## src/mts_pkg.sv

```systemverilog
package mts_pkg;

   // Register byte offsets
   localparam logic [4:0] OFS_CTRL   = 5'h00;
   localparam logic [4:0] OFS_CMD    = 5'h04;
   localparam logic [4:0] OFS_STATUS = 5'h08;
   localparam logic [4:0] OFS_COUNT  = 5'h0c;
   localparam logic [4:0] OFS_LAMPS  = 5'h10;

   // Control register fields (switch settings)
   localparam int CTRL_MODE   = 0;
   localparam int CTRL_LOOP   = 1;
   localparam int CTRL_HALT   = 2;
   localparam int CTRL_SIZE8K = 3;
   localparam int CTRL_SEL0   = 4;
   localparam int CTRL_SEL1   = 5;
   localparam int CTRL_SINGLE = 6;
   localparam int CTRL_LINE   = 7;
   localparam int CTRL_W      = 9;
   localparam logic [8:0] CTRL_RESET = 9'h000;

   // Command register bits (pushbuttons, write one)
   localparam int CMD_FORCE  = 0;
   localparam int CMD_SINGLE = 1;
   localparam int CMD_RESUME = 2;
   localparam int CMD_CLRERR = 3;

   // Status register fields
   localparam int ST_STEP  = 0;
   localparam int ST_ERROR = 4;
   localparam int ST_STOP  = 5;
   localparam int ST_WAIT  = 6;
   localparam int ST_PHASE = 7;

   // Line switch positions
   localparam logic [1:0] LINE_OFF = 2'h0;
   localparam logic [1:0] LINE_IRQ = 2'h1;
   localparam logic [1:0] LINE_EXT = 2'h2;

   // Step counter codes
   localparam logic [3:0] SC_CLEAR0 = 4'h0;
   localparam logic [3:0] SC_WR1    = 4'h1;
   localparam logic [3:0] SC_RD1    = 4'h2;
   localparam logic [3:0] SC_WR2    = 4'h3;
   localparam logic [3:0] SC_RD2    = 4'h4;
   localparam logic [3:0] SC_WR3    = 4'h5;
   localparam logic [3:0] SC_RD3    = 4'h6;
   localparam logic [3:0] SC_CLEAR7 = 4'h7;
   localparam logic [3:0] SC_PARITY = 4'h8;
   localparam logic [3:0] SC_WRAP   = 4'h9;

   // Store range limits and pattern split bits
   localparam logic [12:0] LAST_8K = 13'h1fff;
   localparam logic [12:0] LAST_4K = 13'h0fff;
   localparam int HALF_BIT_8K = 12;
   localparam int HALF_BIT_4K = 11;

   // Sequencing phase
   typedef enum logic {
      PH_ONE,
      PH_TWO
   } mts_phase_type;

endpackage

```

## src/mts_sequencer.sv

```systemverilog
// Implementation choices: the placing of the registers and the Avalon-MM register port.
`timescale 1ns/100ps
module mts_sequencer #(
   parameter int ADDR_W  = 13,
   parameter int DATA_W  = 16,
   parameter int NANO_W  = 9
) (
   input  wire logic               clk,
   input  wire logic               rst,
   input  wire logic [4:0]         avs_address,
   input  wire logic               avs_read,
   input  wire logic               avs_write,
   input  wire logic [31:0]        avs_writedata,
   input  wire logic [3:0]         avs_byteenable,
   output logic      [31:0]        avs_readdata,
   output logic                    avs_waitrequest,
   input  wire logic [DATA_W-1:0]  microcode_store,
   input  wire logic [DATA_W-1:0]  memory_info_reg,
   input  wire logic [13:0]        microcode_next_address,
   input  wire logic               nano_parity_bit,
   input  wire logic               nano_parity_err,
   input  wire logic               micro_parity_err,
   input  wire logic               proc_wait,
   output logic      [ADDR_W-1:0]  store_addr,
   output logic      [DATA_W-1:0]  store_wdata,
   output logic                    store_we,
   output logic      [NANO_W-1:0]  nanocode_addr,
   output logic                    nanocode_rd,
   output logic                    clear_processor,
   output logic                    microcode_pc_step,
   output logic                    microcode_pc_clear,
   output logic                    sys_clk_en,
   output logic                    forced_irq_n,
   output logic                    forced_external_n,
   output logic      [DATA_W-1:0]  lamps,
   output logic      [3:0]         step_lamps,
   output logic                    error_lamp,
   output logic                    stop_lamp,
   output logic                    wait_lamp
);
   import mts_pkg::*;

   // Lamp digits and the address range are fixed by the panel
   if (DATA_W != 16) begin : g_chk_data
      $error("mts_sequencer: DATA_W must be 16");
   end
   if (ADDR_W != 13) begin : g_chk_addr
      $error("mts_sequencer: ADDR_W must be 13");
   end
   if (NANO_W < 1 || NANO_W > 16) begin : g_chk_nano
      $error("mts_sequencer: NANO_W out of range");
   end

   logic [CTRL_W-1:0] ctrl;         // Switch settings
   logic              wait_ack;     // Bus answer phase
   logic              force_cmd;    // Button pulses
   logic              single_cmd;
   logic              resume_cmd;
   logic              clrerr_cmd;
   logic [3:0]        step_counter; // Sequence step
   mts_phase_type     phase;        // Phase flip-flop
   logic              error_ff;
   logic              stop_ff;
   logic [DATA_W-1:0] test_address_counter;
   logic [NANO_W-1:0] nano_idx;     // Next nanocode word
   logic              last_flag;    // Range end seen
   logic              cmp_en;       // Read check pending
   logic [DATA_W-1:0] exp_data;     // Expected read data

   // Switch decode
   logic       test_routine_mode;
   logic       loop_step;
   logic       halt_on_mismatch;
   logic       size_8k;
   logic       single_sw;
   logic [1:0] line_force_switch;
   assign test_routine_mode = ctrl[CTRL_MODE];
   assign loop_step         = ctrl[CTRL_LOOP];
   assign halt_on_mismatch  = ctrl[CTRL_HALT];
   assign size_8k           = ctrl[CTRL_SIZE8K];
   assign single_sw         = ctrl[CTRL_SINGLE];
   assign line_force_switch = ctrl[CTRL_LINE +: 2];

   // Bus handshake terms
   logic acc_wr;
   logic acc_rd;
   assign acc_wr = avs_write & ~avs_waitrequest;
   assign acc_rd = avs_read & ~avs_waitrequest;

   // Sequencer timing terms
   logic tick;       // Store test may advance this clock
   logic phase_one;
   logic phase_two;
   logic rw_step;    // Steps 1 to 6 walk the store
   logic wr_step;
   logic rd_step;
   logic step_done;
   logic mismatch;
   logic [ADDR_W-1:0] last_addr;
   logic [ADDR_W-1:0] cur_addr;
   logic [DATA_W-1:0] pattern;
   logic [3:0]        sc_next;

   // The phase only runs in store test, with the clock let through
   assign tick = ~test_routine_mode & ~stop_ff & sys_clk_en;
   assign phase_one = tick & (phase == PH_ONE);
   assign phase_two = tick & (phase == PH_TWO);
   assign rw_step = (step_counter >= SC_WR1) &&
                    (step_counter <= SC_RD3);
   // Odd steps 1, 3, 5 write; even 2, 4, 6 read back
   assign wr_step = rw_step & step_counter[0];
   assign rd_step = rw_step & ~step_counter[0];
   assign cur_addr = test_address_counter[ADDR_W-1:0];
   assign last_addr = size_8k ? LAST_8K : LAST_4K;
   assign mismatch = cmp_en & (microcode_store != exp_data);

   // Pattern generator: worst case, complement or address
   always_comb begin
      logic hi;
      hi = size_8k ? cur_addr[HALF_BIT_8K] : cur_addr[HALF_BIT_4K];
      if (step_counter == SC_WR3 || step_counter == SC_RD3) begin
         pattern = DATA_W'(cur_addr);
      end else if (step_counter == SC_WR2 ||
                   step_counter == SC_RD2) begin
         // Complement of pattern one
         pattern = {DATA_W{~(cur_addr[0] ^ hi)}};
      end else begin
         // Low half: even zeros, odd ones; upper half swapped
         pattern = {DATA_W{cur_addr[0] ^ hi}};
      end
   end

   // Store and parity steps finish once their whole range is covered; steps 0, 7 and 9 finish at once
   always_comb begin
      unique case (step_counter)
         SC_CLEAR0, SC_CLEAR7: step_done = 1'b1;
         SC_PARITY: step_done = last_flag;
         SC_WRAP: step_done = 1'b1;
         default: step_done = rw_step ? last_flag : 1'b1;
      endcase
   end

   // Next step count; step 9 and illegal codes go to 0
   assign sc_next = (step_counter >= SC_WRAP) ? SC_CLEAR0 :
                    4'(step_counter + 4'h1);

   // Avalon answer: one wait cycle, then a one-cycle accept
   always_ff @(posedge clk) begin
      if (rst) begin
         avs_waitrequest <= 1'b1;
         wait_ack <= 1'b0;
      end else begin
         // Drop waitrequest for one cycle per request
         wait_ack <= (avs_read | avs_write) & ~wait_ack;
         avs_waitrequest <= ~((avs_read | avs_write) & ~wait_ack);
      end
   end

   // Read data, settled in the cycle the master samples it
   always_ff @(posedge clk) begin
      if (rst) begin
         avs_readdata <= 32'h0000_0000;
      end else if (avs_read & avs_waitrequest & ~wait_ack) begin
         unique case (avs_address)
            OFS_CTRL: avs_readdata <= 32'(ctrl);
            OFS_STATUS: begin
               avs_readdata <= 32'h0000_0000;
               avs_readdata[ST_STEP +: 4] <= step_counter;
               avs_readdata[ST_ERROR] <= error_ff;
               avs_readdata[ST_STOP] <= stop_ff;
               avs_readdata[ST_WAIT] <= wait_lamp;
               avs_readdata[ST_PHASE] <= (phase == PH_TWO);
            end
            OFS_COUNT: avs_readdata <= 32'(test_address_counter);
            OFS_LAMPS: avs_readdata <= 32'(lamps);
            // Command register and holes read as zero
            default: avs_readdata <= 32'h0000_0000;
         endcase
      end
   end

   // Switch register; each byte lane written on its enable
   always_ff @(posedge clk) begin
      if (rst) begin
         ctrl <= CTRL_RESET;
      end else if (acc_wr && avs_address == OFS_CTRL) begin
         if (avs_byteenable[0]) begin
            ctrl[7:0] <= avs_writedata[7:0];
         end
         if (avs_byteenable[1]) begin
            ctrl[8] <= avs_writedata[8];
         end
      end
   end

   // Pushbuttons: one pulse per accepted write of a one
   always_ff @(posedge clk) begin
      if (rst) begin
         force_cmd  <= 1'b0;
         single_cmd <= 1'b0;
         resume_cmd <= 1'b0;
         clrerr_cmd <= 1'b0;
      end else begin
         logic hit;
         hit = acc_wr && avs_address == OFS_CMD && avs_byteenable[0];
         force_cmd  <= hit & avs_writedata[CMD_FORCE];
         single_cmd <= hit & avs_writedata[CMD_SINGLE];
         resume_cmd <= hit & avs_writedata[CMD_RESUME];
         clrerr_cmd <= hit & avs_writedata[CMD_CLRERR];
      end
   end

   // System clock gate: free run, or one pulse per press
   always_ff @(posedge clk) begin
      if (rst) begin
         sys_clk_en <= 1'b0;
      end else if (single_sw) begin
         sys_clk_en <= single_cmd & ~stop_ff;
      end else begin
         sys_clk_en <= ~stop_ff;
      end
   end

   // Phase flip-flop, inhibited by stop or routine mode
   always_ff @(posedge clk) begin
      if (rst) begin
         phase <= PH_ONE;
      end else if (test_routine_mode) begin
         phase <= PH_ONE;
      end else if (tick) begin
         unique case (phase)
            PH_ONE: phase <= PH_TWO;
            PH_TWO: phase <= PH_ONE;
         endcase
      end
   end

   // Step counter: phase two steps it, resume with loop too
   always_ff @(posedge clk) begin
      if (rst) begin
         step_counter <= SC_CLEAR0;
      end else if (resume_cmd & loop_step) begin
         step_counter <= sc_next;
      end else if (phase_two & step_done) begin
         if (loop_step & rw_step) begin
            step_counter <= step_counter;
         end else begin
            step_counter <= sc_next;
         end
      end
   end

   // Address, parity and clock counter
   always_ff @(posedge clk) begin
      if (rst) begin
         test_address_counter <= '0;
      end else if (test_routine_mode) begin
         // Counts clocks between waits; clear-error zeroes it
         if (clrerr_cmd) begin
            test_address_counter <= '0;
         end else if (sys_clk_en & ~proc_wait) begin
            test_address_counter <= test_address_counter + 1'b1;
         end
      end else if (phase_one & rw_step & ~last_flag) begin
         // Stop on the last address so the check sees it
         if (cur_addr != last_addr) begin
            test_address_counter <= test_address_counter + 1'b1;
         end
      end else if (phase_two) begin
         if (step_counter == SC_PARITY) begin
            if (nano_parity_bit) begin
               test_address_counter <=
                  test_address_counter + 1'b1;
            end
         end else if (step_done) begin
            test_address_counter <= '0;
         end
      end
   end

   // Range end flag, taken with the address it belongs to
   always_ff @(posedge clk) begin
      if (rst) begin
         last_flag <= 1'b0;
      end else if (phase_two & step_done) begin
         last_flag <= 1'b0;
      end else if (phase_one & rw_step) begin
         last_flag <= (cur_addr == last_addr);
      end else if (phase_one && step_counter == SC_PARITY) begin
         last_flag <= (nano_idx == {NANO_W{1'b1}});
      end
   end

   // Nanocode walk for the parity tally
   always_ff @(posedge clk) begin
      if (rst) begin
         nano_idx <= '0;
         nanocode_addr <= '0;
         nanocode_rd <= 1'b0;
      end else begin
         nanocode_rd <= 1'b0;
         if (phase_one && step_counter == SC_PARITY) begin
            nanocode_addr <= nano_idx;
            nanocode_rd <= 1'b1;
            nano_idx <= nano_idx + 1'b1;
         end else if (step_counter != SC_PARITY) begin
            nano_idx <= '0;
         end
      end
   end

   // Store port: write in phase one of steps 1, 3, 5
   always_ff @(posedge clk) begin
      if (rst) begin
         store_addr <= '0;
         store_wdata <= '0;
         store_we <= 1'b0;
         cmp_en <= 1'b0;
         exp_data <= '0;
      end else begin
         store_we <= 1'b0;
         if (phase_one & rw_step & ~last_flag) begin
            store_addr <= cur_addr;
            store_wdata <= pattern;
            store_we <= wr_step;
            exp_data <= pattern;
            cmp_en <= rd_step;
         end else if (phase_two) begin
            cmp_en <= 1'b0;
         end
      end
   end

   // Error flip-flop; a new error wins over clear-error
   always_ff @(posedge clk) begin
      if (rst) begin
         error_ff <= 1'b0;
      end else if (test_routine_mode) begin
         error_ff <= 1'b0;
      end else if ((phase_two & rd_step & mismatch) |
                   nano_parity_err | micro_parity_err) begin
         error_ff <= 1'b1;
      end else if (clrerr_cmd) begin
         error_ff <= 1'b0;
      end
   end

   // Stop flip-flop; set wins over resume in the same clock
   always_ff @(posedge clk) begin
      if (rst) begin
         stop_ff <= 1'b0;
      end else if (test_routine_mode) begin
         stop_ff <= 1'b0;
      end else if (halt_on_mismatch &
                   ((phase_two & rd_step & mismatch) |
                    nano_parity_err | micro_parity_err)) begin
         stop_ff <= 1'b1;
      end else if (phase_two && step_counter == SC_PARITY &&
                   step_done && line_force_switch == LINE_IRQ) begin
         stop_ff <= 1'b1;
      end else if (resume_cmd) begin
         stop_ff <= 1'b0;
      end
   end

   // Processor and microcode counter pulses
   always_ff @(posedge clk) begin
      if (rst) begin
         clear_processor <= 1'b0;
         microcode_pc_clear <= 1'b0;
         microcode_pc_step <= 1'b0;
      end else begin
         clear_processor <= phase_two & (step_counter == SC_CLEAR0 ||
                            step_counter == SC_CLEAR7);
         microcode_pc_clear <= phase_two &
                               (step_counter == SC_CLEAR0 ||
                                step_counter == SC_CLEAR7);
         // Button step is meant for the wait lamp in routine mode
         microcode_pc_step <= force_cmd |
                              (phase_two & rw_step &
                               ~step_done);
      end
   end

   // Operator lamps and forced lines
   always_ff @(posedge clk) begin
      if (rst) begin
         lamps <= '0;
         step_lamps <= SC_CLEAR0;
         error_lamp <= 1'b0;
         stop_lamp <= 1'b0;
         wait_lamp <= 1'b0;
         forced_irq_n <= 1'b1;
         forced_external_n <= 1'b1;
      end else begin
         // Digit A is bits 15:12, digit D bits 3:0
         unique case ({ctrl[CTRL_SEL1], ctrl[CTRL_SEL0]})
            2'h0: lamps <= test_address_counter;
            2'h1: lamps <= memory_info_reg;
            2'h2: lamps <= DATA_W'(microcode_next_address);
            2'h3: lamps <= microcode_store;
         endcase
         step_lamps <= step_counter;
         error_lamp <= error_ff;
         stop_lamp <= stop_ff;
         wait_lamp <= test_routine_mode & proc_wait;
         forced_irq_n <= ~(line_force_switch == LINE_IRQ);
         forced_external_n <=
            ~(line_force_switch == LINE_EXT);
      end
   end

endmodule

```

## config.mk

```make
export PLATFORM = sky130hd
export DESIGN_NAME = mts_sequencer
export DESIGN_NICKNAME = d
export VERILOG_FILES = /design/src/mts_pkg.sv /design/src/mts_sequencer.sv
export SDC_FILE = /design/constraint.sdc
export NUM_CORES = 1
export LEC_CHECK = 0
export BUFFER_PORTS_ARGS = -buffer_cell sky130_fd_sc_hd__buf_2
export CAP_MARGIN = 20
export CORE_MARGIN = 5
export CORE_UTILIZATION = 50
export CTS_BUF_LIST = sky130_fd_sc_hd__clkbuf_16
export DETAILED_ROUTE_END_ITERATION = 7
export PLACE_DENSITY = 0.91
export SLEW_MARGIN = 20
export SYNTH_ARGS = -nofsm -noshare
export SYNTH_HDL_FRONTEND = slang
export SYNTH_SLANG_ARGS = --single-unit
```

## constraint.sdc

```tcl
create_clock -name clk -period 3.4 [get_ports clk]
set_input_delay 0.34 -clock clk [delete_from_list [all_inputs] [get_ports clk]]
set_output_delay 0.34 -clock clk [all_outputs]
set_load 0.02 [all_outputs]
```

; ---- After elaboration in Yosys (flattened, before gate mapping)
; Cells that the tools add are included.
; W data, S select, Z words.
[word_totals]
out_inout_bits = 102
ff_bits = 149
latchBits = 0
inputBits = 95
mem_bits_rw = 0
mem_count = 0
mem_bits_ro = 0
[op_classes]
bitwise_logic = 48
mul = 0
n_shift = 0
addsub = 3
mux = 35
n_lt_le_gt_ge = 3
n_div = 0
n_eq_ne = 25
reduce_logical = 30
[ops]
columns = operator, count
row1 = $mux W16, 11
row2 = $pmux W16 S4, 2
row3 = $and A1 B1 Y1, 29
row4 = $mux W9, 2
row5 = $add A16 B1 Y16 const B, 1
row6 = $eq A4 B3 Y1 const B, 4
row7 = $mux W4, 4
row8 = $ne A16 B16 Y1, 1
row9 = $not A1 Y1, 14
row10 = $eq A13 B13 Y1, 1
row11 = $mux W1, 13
row12 = $mux W13, 1
row13 = $ne A13 B13 Y1, 1
row14 = $eq A5 B4 Y1 const B, 2
row15 = $reduce_bool A2 Y1, 5
row16 = $add A9 B1 Y9 const B, 1
row17 = $eq A9 B9 Y1 const B, 1
row18 = $eq A4 B4 Y1 const B, 2
row19 = $logic_and A1 B1 Y1, 8
row20 = $ne A4 B4 Y1 const B, 2
row21 = $eq A2 B2 Y1 const B, 3
row22 = $reduce_and A2 Y1, 3
row23 = $reduce_bool A3 Y1, 2
row24 = $reduce_or A2 Y1, 3
row25 = other kinds (21), 28

; ---- Depth between registers and ports, before layout
[depth]
word_depth = 10
mapped_depth = 9

; ---- Least setup slack after synthesis
; No wires, ideal clock.
[synth_path]
kind = flip-flop to flip-flop
startpoint = reg step_counter[0]
endpoint = reg test_address_counter[15]
arrival_ns = 2.708
synth_period_minus_slack_ns = 2.778
setup_time_ns = 0.070
path_buffers = 1
setup_slack_ns = 0.622
stages_incl_launch_ff = 10
cell_sequence = dfxtp_1 -> inv_1 -> ha_1 -> nor3b_1 -> nor3_1 -> a31o_2 -> a311o_1 -> buf_2 -> or4_1 -> a21oi_1
[synth_via]
elab_chain_len = 6
elab_cells_between_ends = 21
classes_between = order compare: 2 / eq/ne: 5 / mux: 6 / bitwise: 2 / reduce/logical: 6
[synth_rtl]
columns = element, line
row1 = "start, declared", mts_sequencer.sv:60  ; logic [3:0] step_counter;
row2 = "start signal, assigned", mts_sequencer.sv:243  ; step_counter <= sc_next;
row3 = "start signal, assigned", mts_sequencer.sv:246  ; step_counter <= step_counter;
row4 = "start signal, assigned", mts_sequencer.sv:248  ; step_counter <= sc_next;
row5 = $ge A4 B1 Y1 or $le A4 B3 Y1 (tied branches), "mts_sequencer.sv:108, mts_sequencer.sv:109"
row6 = $logic_and A1 B1 Y1, mts_sequencer.sv:108  ; assign rw_step = (step_counter >= SC_WR1) &&
row7 = $mux W1 or $and A1 B1 Y1 (tied branches), "mts_sequencer.sv:139, mts_sequencer.sv:264"
row8 = $pmux W1 S2 or $and A1 B1 Y1 (tied branches), "mts_sequencer.sv:135, mts_sequencer.sv:264"
row9 = "$reduce_bool A4 Y1 (no source line), or another cell as far along", -
row10 = $reduce_and A5 Y1 (no source line) or $mux W16 (tied branches), -
row11 = "end signal, assigned", mts_sequencer.sv:262  ; test_address_counter <= test_address_counter + 1'b1;
row12 = "end signal, assigned", mts_sequencer.sv:267  ; test_address_counter <= test_address_counter + 1'b1;
row13 = "end signal, assigned", mts_sequencer.sv:272  ; test_address_counter <=
row14 = "end, declared", mts_sequencer.sv:64  ; logic [DATA_W-1:0] test_address_counter;
; Several ways; a longest one is shown, not always the timed one. The select of a mux whose other input is x is not followed.
; A chain may end at the register's enable or synchronous reset.

; ---- Final worst setup path
[layout_path]
startpoint = reg step_counter[0]
endpoint = reg test_address_counter[4]
; The elaborated chain is that of the path after synthesis.

==> PnR_summary.wiki <==
{| class="wikitable"
! Metric !! Value
|-
| Peak fanout along the critical path || 32
|-
| Initial antenna violation count || 0
|-
| Worst Setup Path Type || reg -> reg
|-
| FP Rows || 40
|-
| Largest family of logic cells by synthesized area || simple AND/OR/NAND/NOR gates
|-
| Port bufs || 155
|-
| Slowest cell on crit path || dfxtp_1
|-
| Routed vias || 5,958
|-
| End of the worst register-to-register path || test_address_counter[4]
|-
| Fraction of registers with async set/reset || 0%
|-
| Maximum clock path buffer count || 2
|-
| Most frequent cell on the critical path || buf_4
|-
| Data required time of the critical path || 3.71 ns
|-
| Floorplan die area || 0.0145 mm^2
|-
| Max frequency || 337 MHz
|-
| Basic-gate share of the synthesized area counting and, or, nand and nor cells || 21.0%
|-
| Setup repair bufs after CTS || 0
|-
| GP Congestion || 0.904
|-
| Leading register cell type out of synthesis || dfxtp_1
|-
| Final max-slew violation count || 0
|-
| Ratio of final minimum period to clock period || 87.3%
|-
| Vias per std cell || 6.03
|-
| Diodes inserted || 0
|-
| Avg Cell Area, Syn || 8.82 um^2
|-
| CTS root buffer || clkbuf_16
|-
| Layout-stage area growth over the synthesis result || 22.7%
|-
| Tot GR Track Use || 24.7%
|-
| Worst reg2reg setup slack || 0.43 ns
|-
| Leak Pwr || 3.10 nW
|-
| Post-Synthesis Cells || 691
|-
| Count of fill cells added during filler insertion || 906
|-
| Nets || 929
|-
| Insertion delay of the later-clocked pin in the worst-skew pair || 0.42 ns
|-
| Synthesized-area fraction occupied by xor and xnor cells || 3.16%
|-
| Height of the die || 120 um
|-
| Number of maximum-capacitance violations || 0
|-
| Placed cell areas || 0.00691 mm^2
|-
| Post-route cell area || 0.00748 mm^2
|-
| CORE AREA || 0.0120 mm^2
|-
| Pin count of the biggest net entering global routing || 103
|-
| Hold-fix buffers, CTS || 0
|-
| Distinct cell type count of the synthesized netlist || 55
|-
| Number of global-route vias before repair || 5,444
|-
| Number of DRC markers after the initial detailed-route iteration || 1,087
|-
| Total negative setup slack || 0 ns
|-
| TritonCTS clock tree || yes
|-
| Hold Violations, Final || 0
|-
| Worst Max-Slew Pin Slew || 0.915 ns
|-
| Top Ports || 197
|-
| Unrepaired setup endpoints after global routing || false
|-
| Tightest Hold Check Type || in -> reg
|-
| Count of endpoints failing setup in the final report || 0
|-
| Clock slew seen by the registers of the worst setup and hold paths || 0.06 ns
|-
| Run status || complete, no violations
|-
| CTS sink count || 131
|-
| Final setup skew || 0.00735 ns
|-
| Crit path arrival time || 3.28 ns
|-
| Number of warnings issued by yosys || 0
|-
| Post-Synth Adder-Cell Area || 1.23%
|-
| Estimated wirelength of the detail-placed design || 12,600 um
|-
| Kind of start point of the critical path || flip-flop
|-
| Die Wd || 120 um
|-
| Congestion Overflow GR || 0
|-
| Critical path, cell by cell || inv_1 -> ha_1 -> nor3b_1 -> buf_4 -> nor4_4 -> buf_4 -> a311o_1 -> nor2_2 -> a32o_1
|-
| Count of antenna-violating nets left after detailed routing || 0
|-
| Starting utilization of the core area || 50.9%
|-
| Post-detailed-route wirelength per cell || 18.7 um
|-
| Synthesized flop and latch total || 131
|-
| Worst slew slack as a fraction of its limit || 38.9%
|-
| PwrDens || 505 mW/mm^2
|-
| Critical R2R Launch || step_counter[0]
|-
| Portion of netlist area occupied by mux cells || 8.98%
|-
| Logic depth of the worst register-to-register path || 9
|-
| Wire length of the first global-routing pass || 28,400 um
|-
| Final wirelength || 18,500 um
|-
| Type of destination of the critical path || flip-flop
|-
| Post-Syn Area || 0.00609 mm^2
|-
| Number of design rule violations left after detail routing || 0
|-
| Inserted Clock Buffers || 17
|-
| Number of synthesized flops with an enable pin || 0
|-
| Synthesized-area fraction occupied by ao, oa, aoi and oai cells || 16.5%
|-
| Number of cells traversed by the worst hold path || 3
|-
| Maximum level of the CTS H-tree || 4
|-
| Largest vdd supply drop || 359 uV
|-
| Cts repair resizes || 0
|-
| Share of the yosys chip area belonging to registers || 43.0%
|-
| Hold path start || avs_writedata[5]
|-
| Count of TritonRoute iterations in the first routing pass || 7
|-
| Fin crit period || 2.97 ns
|-
| Maximum single-stage delay on the critical path || 0.49 ns
|-
| Hold EP || ctrl[5]
|-
| Proportion of layout cells with a drive suffix above 1 || 26.2%
|}
-- how the worst max path moves through the flow --
stage                    startpoint                        to  cells after the start  slack (ns)
global placement    step_counter[0]  test_address_counter[13]                      9        0.55
CTS                 step_counter[0]   test_address_counter[4]                      9        0.49
global route        step_counter[0]   test_address_counter[4]                      9        0.25
detailed placement  step_counter[0]   test_address_counter[3]                      9        0.51
finish              step_counter[0]   test_address_counter[4]                      9        0.43
floorplan           step_counter[0]  test_address_counter[15]                      9        0.62
-- registers in the layout, indices dropped and copies added, names as in the netlist, 4 cells and up --
name and flops:
nanocode_addr 9, exp_data 14, avs_readdata 16, store_addr 13
step_counter 4, nano_idx 9, test_address_counter 16, step_lamps 4
ctrl 9, lamps 16
-- synthesized netlist by cell type (3+ instances only) --
cell | instances | area, um^2
a211oi_1 | 5 | 37.5
a21o_1 | 12 | 90.1
a21oi_1 | 60 | 300
a222oi_1 | 9 | 90.1
a22oi_1 | 8 | 60.1
a31oi_1 | 7 | 43.8
a32o_1 | 10 | 100
and2_1 | 21 | 131
and3_1 | 6 | 37.5
buf_4 | 19 | 143
clkbuf_1 | 44 | 165
dfxtp_1 | 131 | 2620
ha_1 | 6 | 75.1
inv_1 | 9 | 33.8
mux2i_1 | 22 | 220
mux4_2 | 14 | 315
nand2_1 | 64 | 240
nand2b_1 | 4 | 25.0
nand3_1 | 16 | 80.1
nand3b_1 | 4 | 30.0
nand4_1 | 7 | 43.8
nor2_1 | 84 | 315
nor2b_1 | 11 | 68.8
nor3_1 | 16 | 80.1
nor3b_1 | 6 | 45.0
nor4_1 | 7 | 43.8
o21ai_0 | 15 | 75.1
o22ai_1 | 12 | 75.1
o32ai_1 | 3 | 26.3
or3_1 | 6 | 37.5
or4_1 | 3 | 22.5
xnor2_1 | 8 | 70.1
xor2_1 | 14 | 123
-- critical path, delay by kind of cell, from the launching register on --
kind / cells / cell delay (ns)
adder cells (fa/ha/maj): 1 / 0.27
buffers and inverters: 3 / 0.71
AO/OA/AOI/OAI: 2 / 0.71
AND/OR/NAND/NOR: 3 / 0.66
flip-flops: 1 / 0.49
-- power breakdown --
part / leakage [nW] / internal (mW) / switching [mW] / total, mW
clock network: 0.273 / 1.07 / 0.700 / 1.77
logic: 1.77 / 0.152 / 0.259 / 0.411
registers: 1.06 / 1.57 / 0.0331 / 1.60
total: 3.10 / 2.79 / 0.992 / 3.78
-- cell usage in the layout, fill, tap and decap left out, types with 8 or more instances in the layout --
cell type	count
a32o_1	10
a222oi_1	9
nor3_1	16
o21ai_0	15
xor2_1	14
and2_1	21
mux4_2	14
conb_1	16
nor2_1	84
xnor2_1	8
o22ai_1	12
mux2i_1	22
nand3_1	16
nor2b_1	11
buf_2	155
inv_1	10
clkbuf_16	17
nand2_1	64
dfxtp_1	131
buf_4	14
a22oi_1	8
a21o_1	12
a21oi_1	60
-- logic make-up after synthesis --
logic type	after synthesis
adders and majority gates	6
other	1
buffers and inverters	77
DFF	131
muxes	37
AOI/OAI and AO/OA	154
and+or+nand+nor	263
xor gates and xnor gates	22
-- through the flow --
stage          hold slack [ns]  total power [mW]  std cells  util [%]  worst slack (ns)
4_1_cts                  0.146              3.77        988      62.5             0.492
5_1_grt                  0.153              3.89        988      62.5             0.253
3_3_place_gp             0.435              2.02        956      57.8             0.550
3_5_place_dp             0.442              2.03        956      57.8             0.515
6_report                 0.155              3.78        988      62.5             0.431
2_1_floorplan            0.387              1.90        706         -             0.622
-- area by class of cell --
| type | count | area, um^2 | share of cell area, % |
|---|---|---|---|
| multi-input cells | 498 | 3160 | 42.3 |
| flip-flops and latches | 131 | 2620 | 35.1 |
| repair buffers | 170 | 901 | 12.0 |
| clock buffers | 17 | 425 | 5.69 |
| well taps | 147 | 184 | 2.46 |
| clock inverters | 15 | 144 | 1.92 |
| inverters | 10 | 37.5 | 0.502 |
-- layer usage --
layer	global-route usage, %	routed length (um)	part of all wire [%]
met1	31.6	7080	38
met2	39.2	8750	47
met3	7.06	2070	11
met4	10.1	567	3.1
met5	0	0	0
Power figures use the tool's default switching activity.
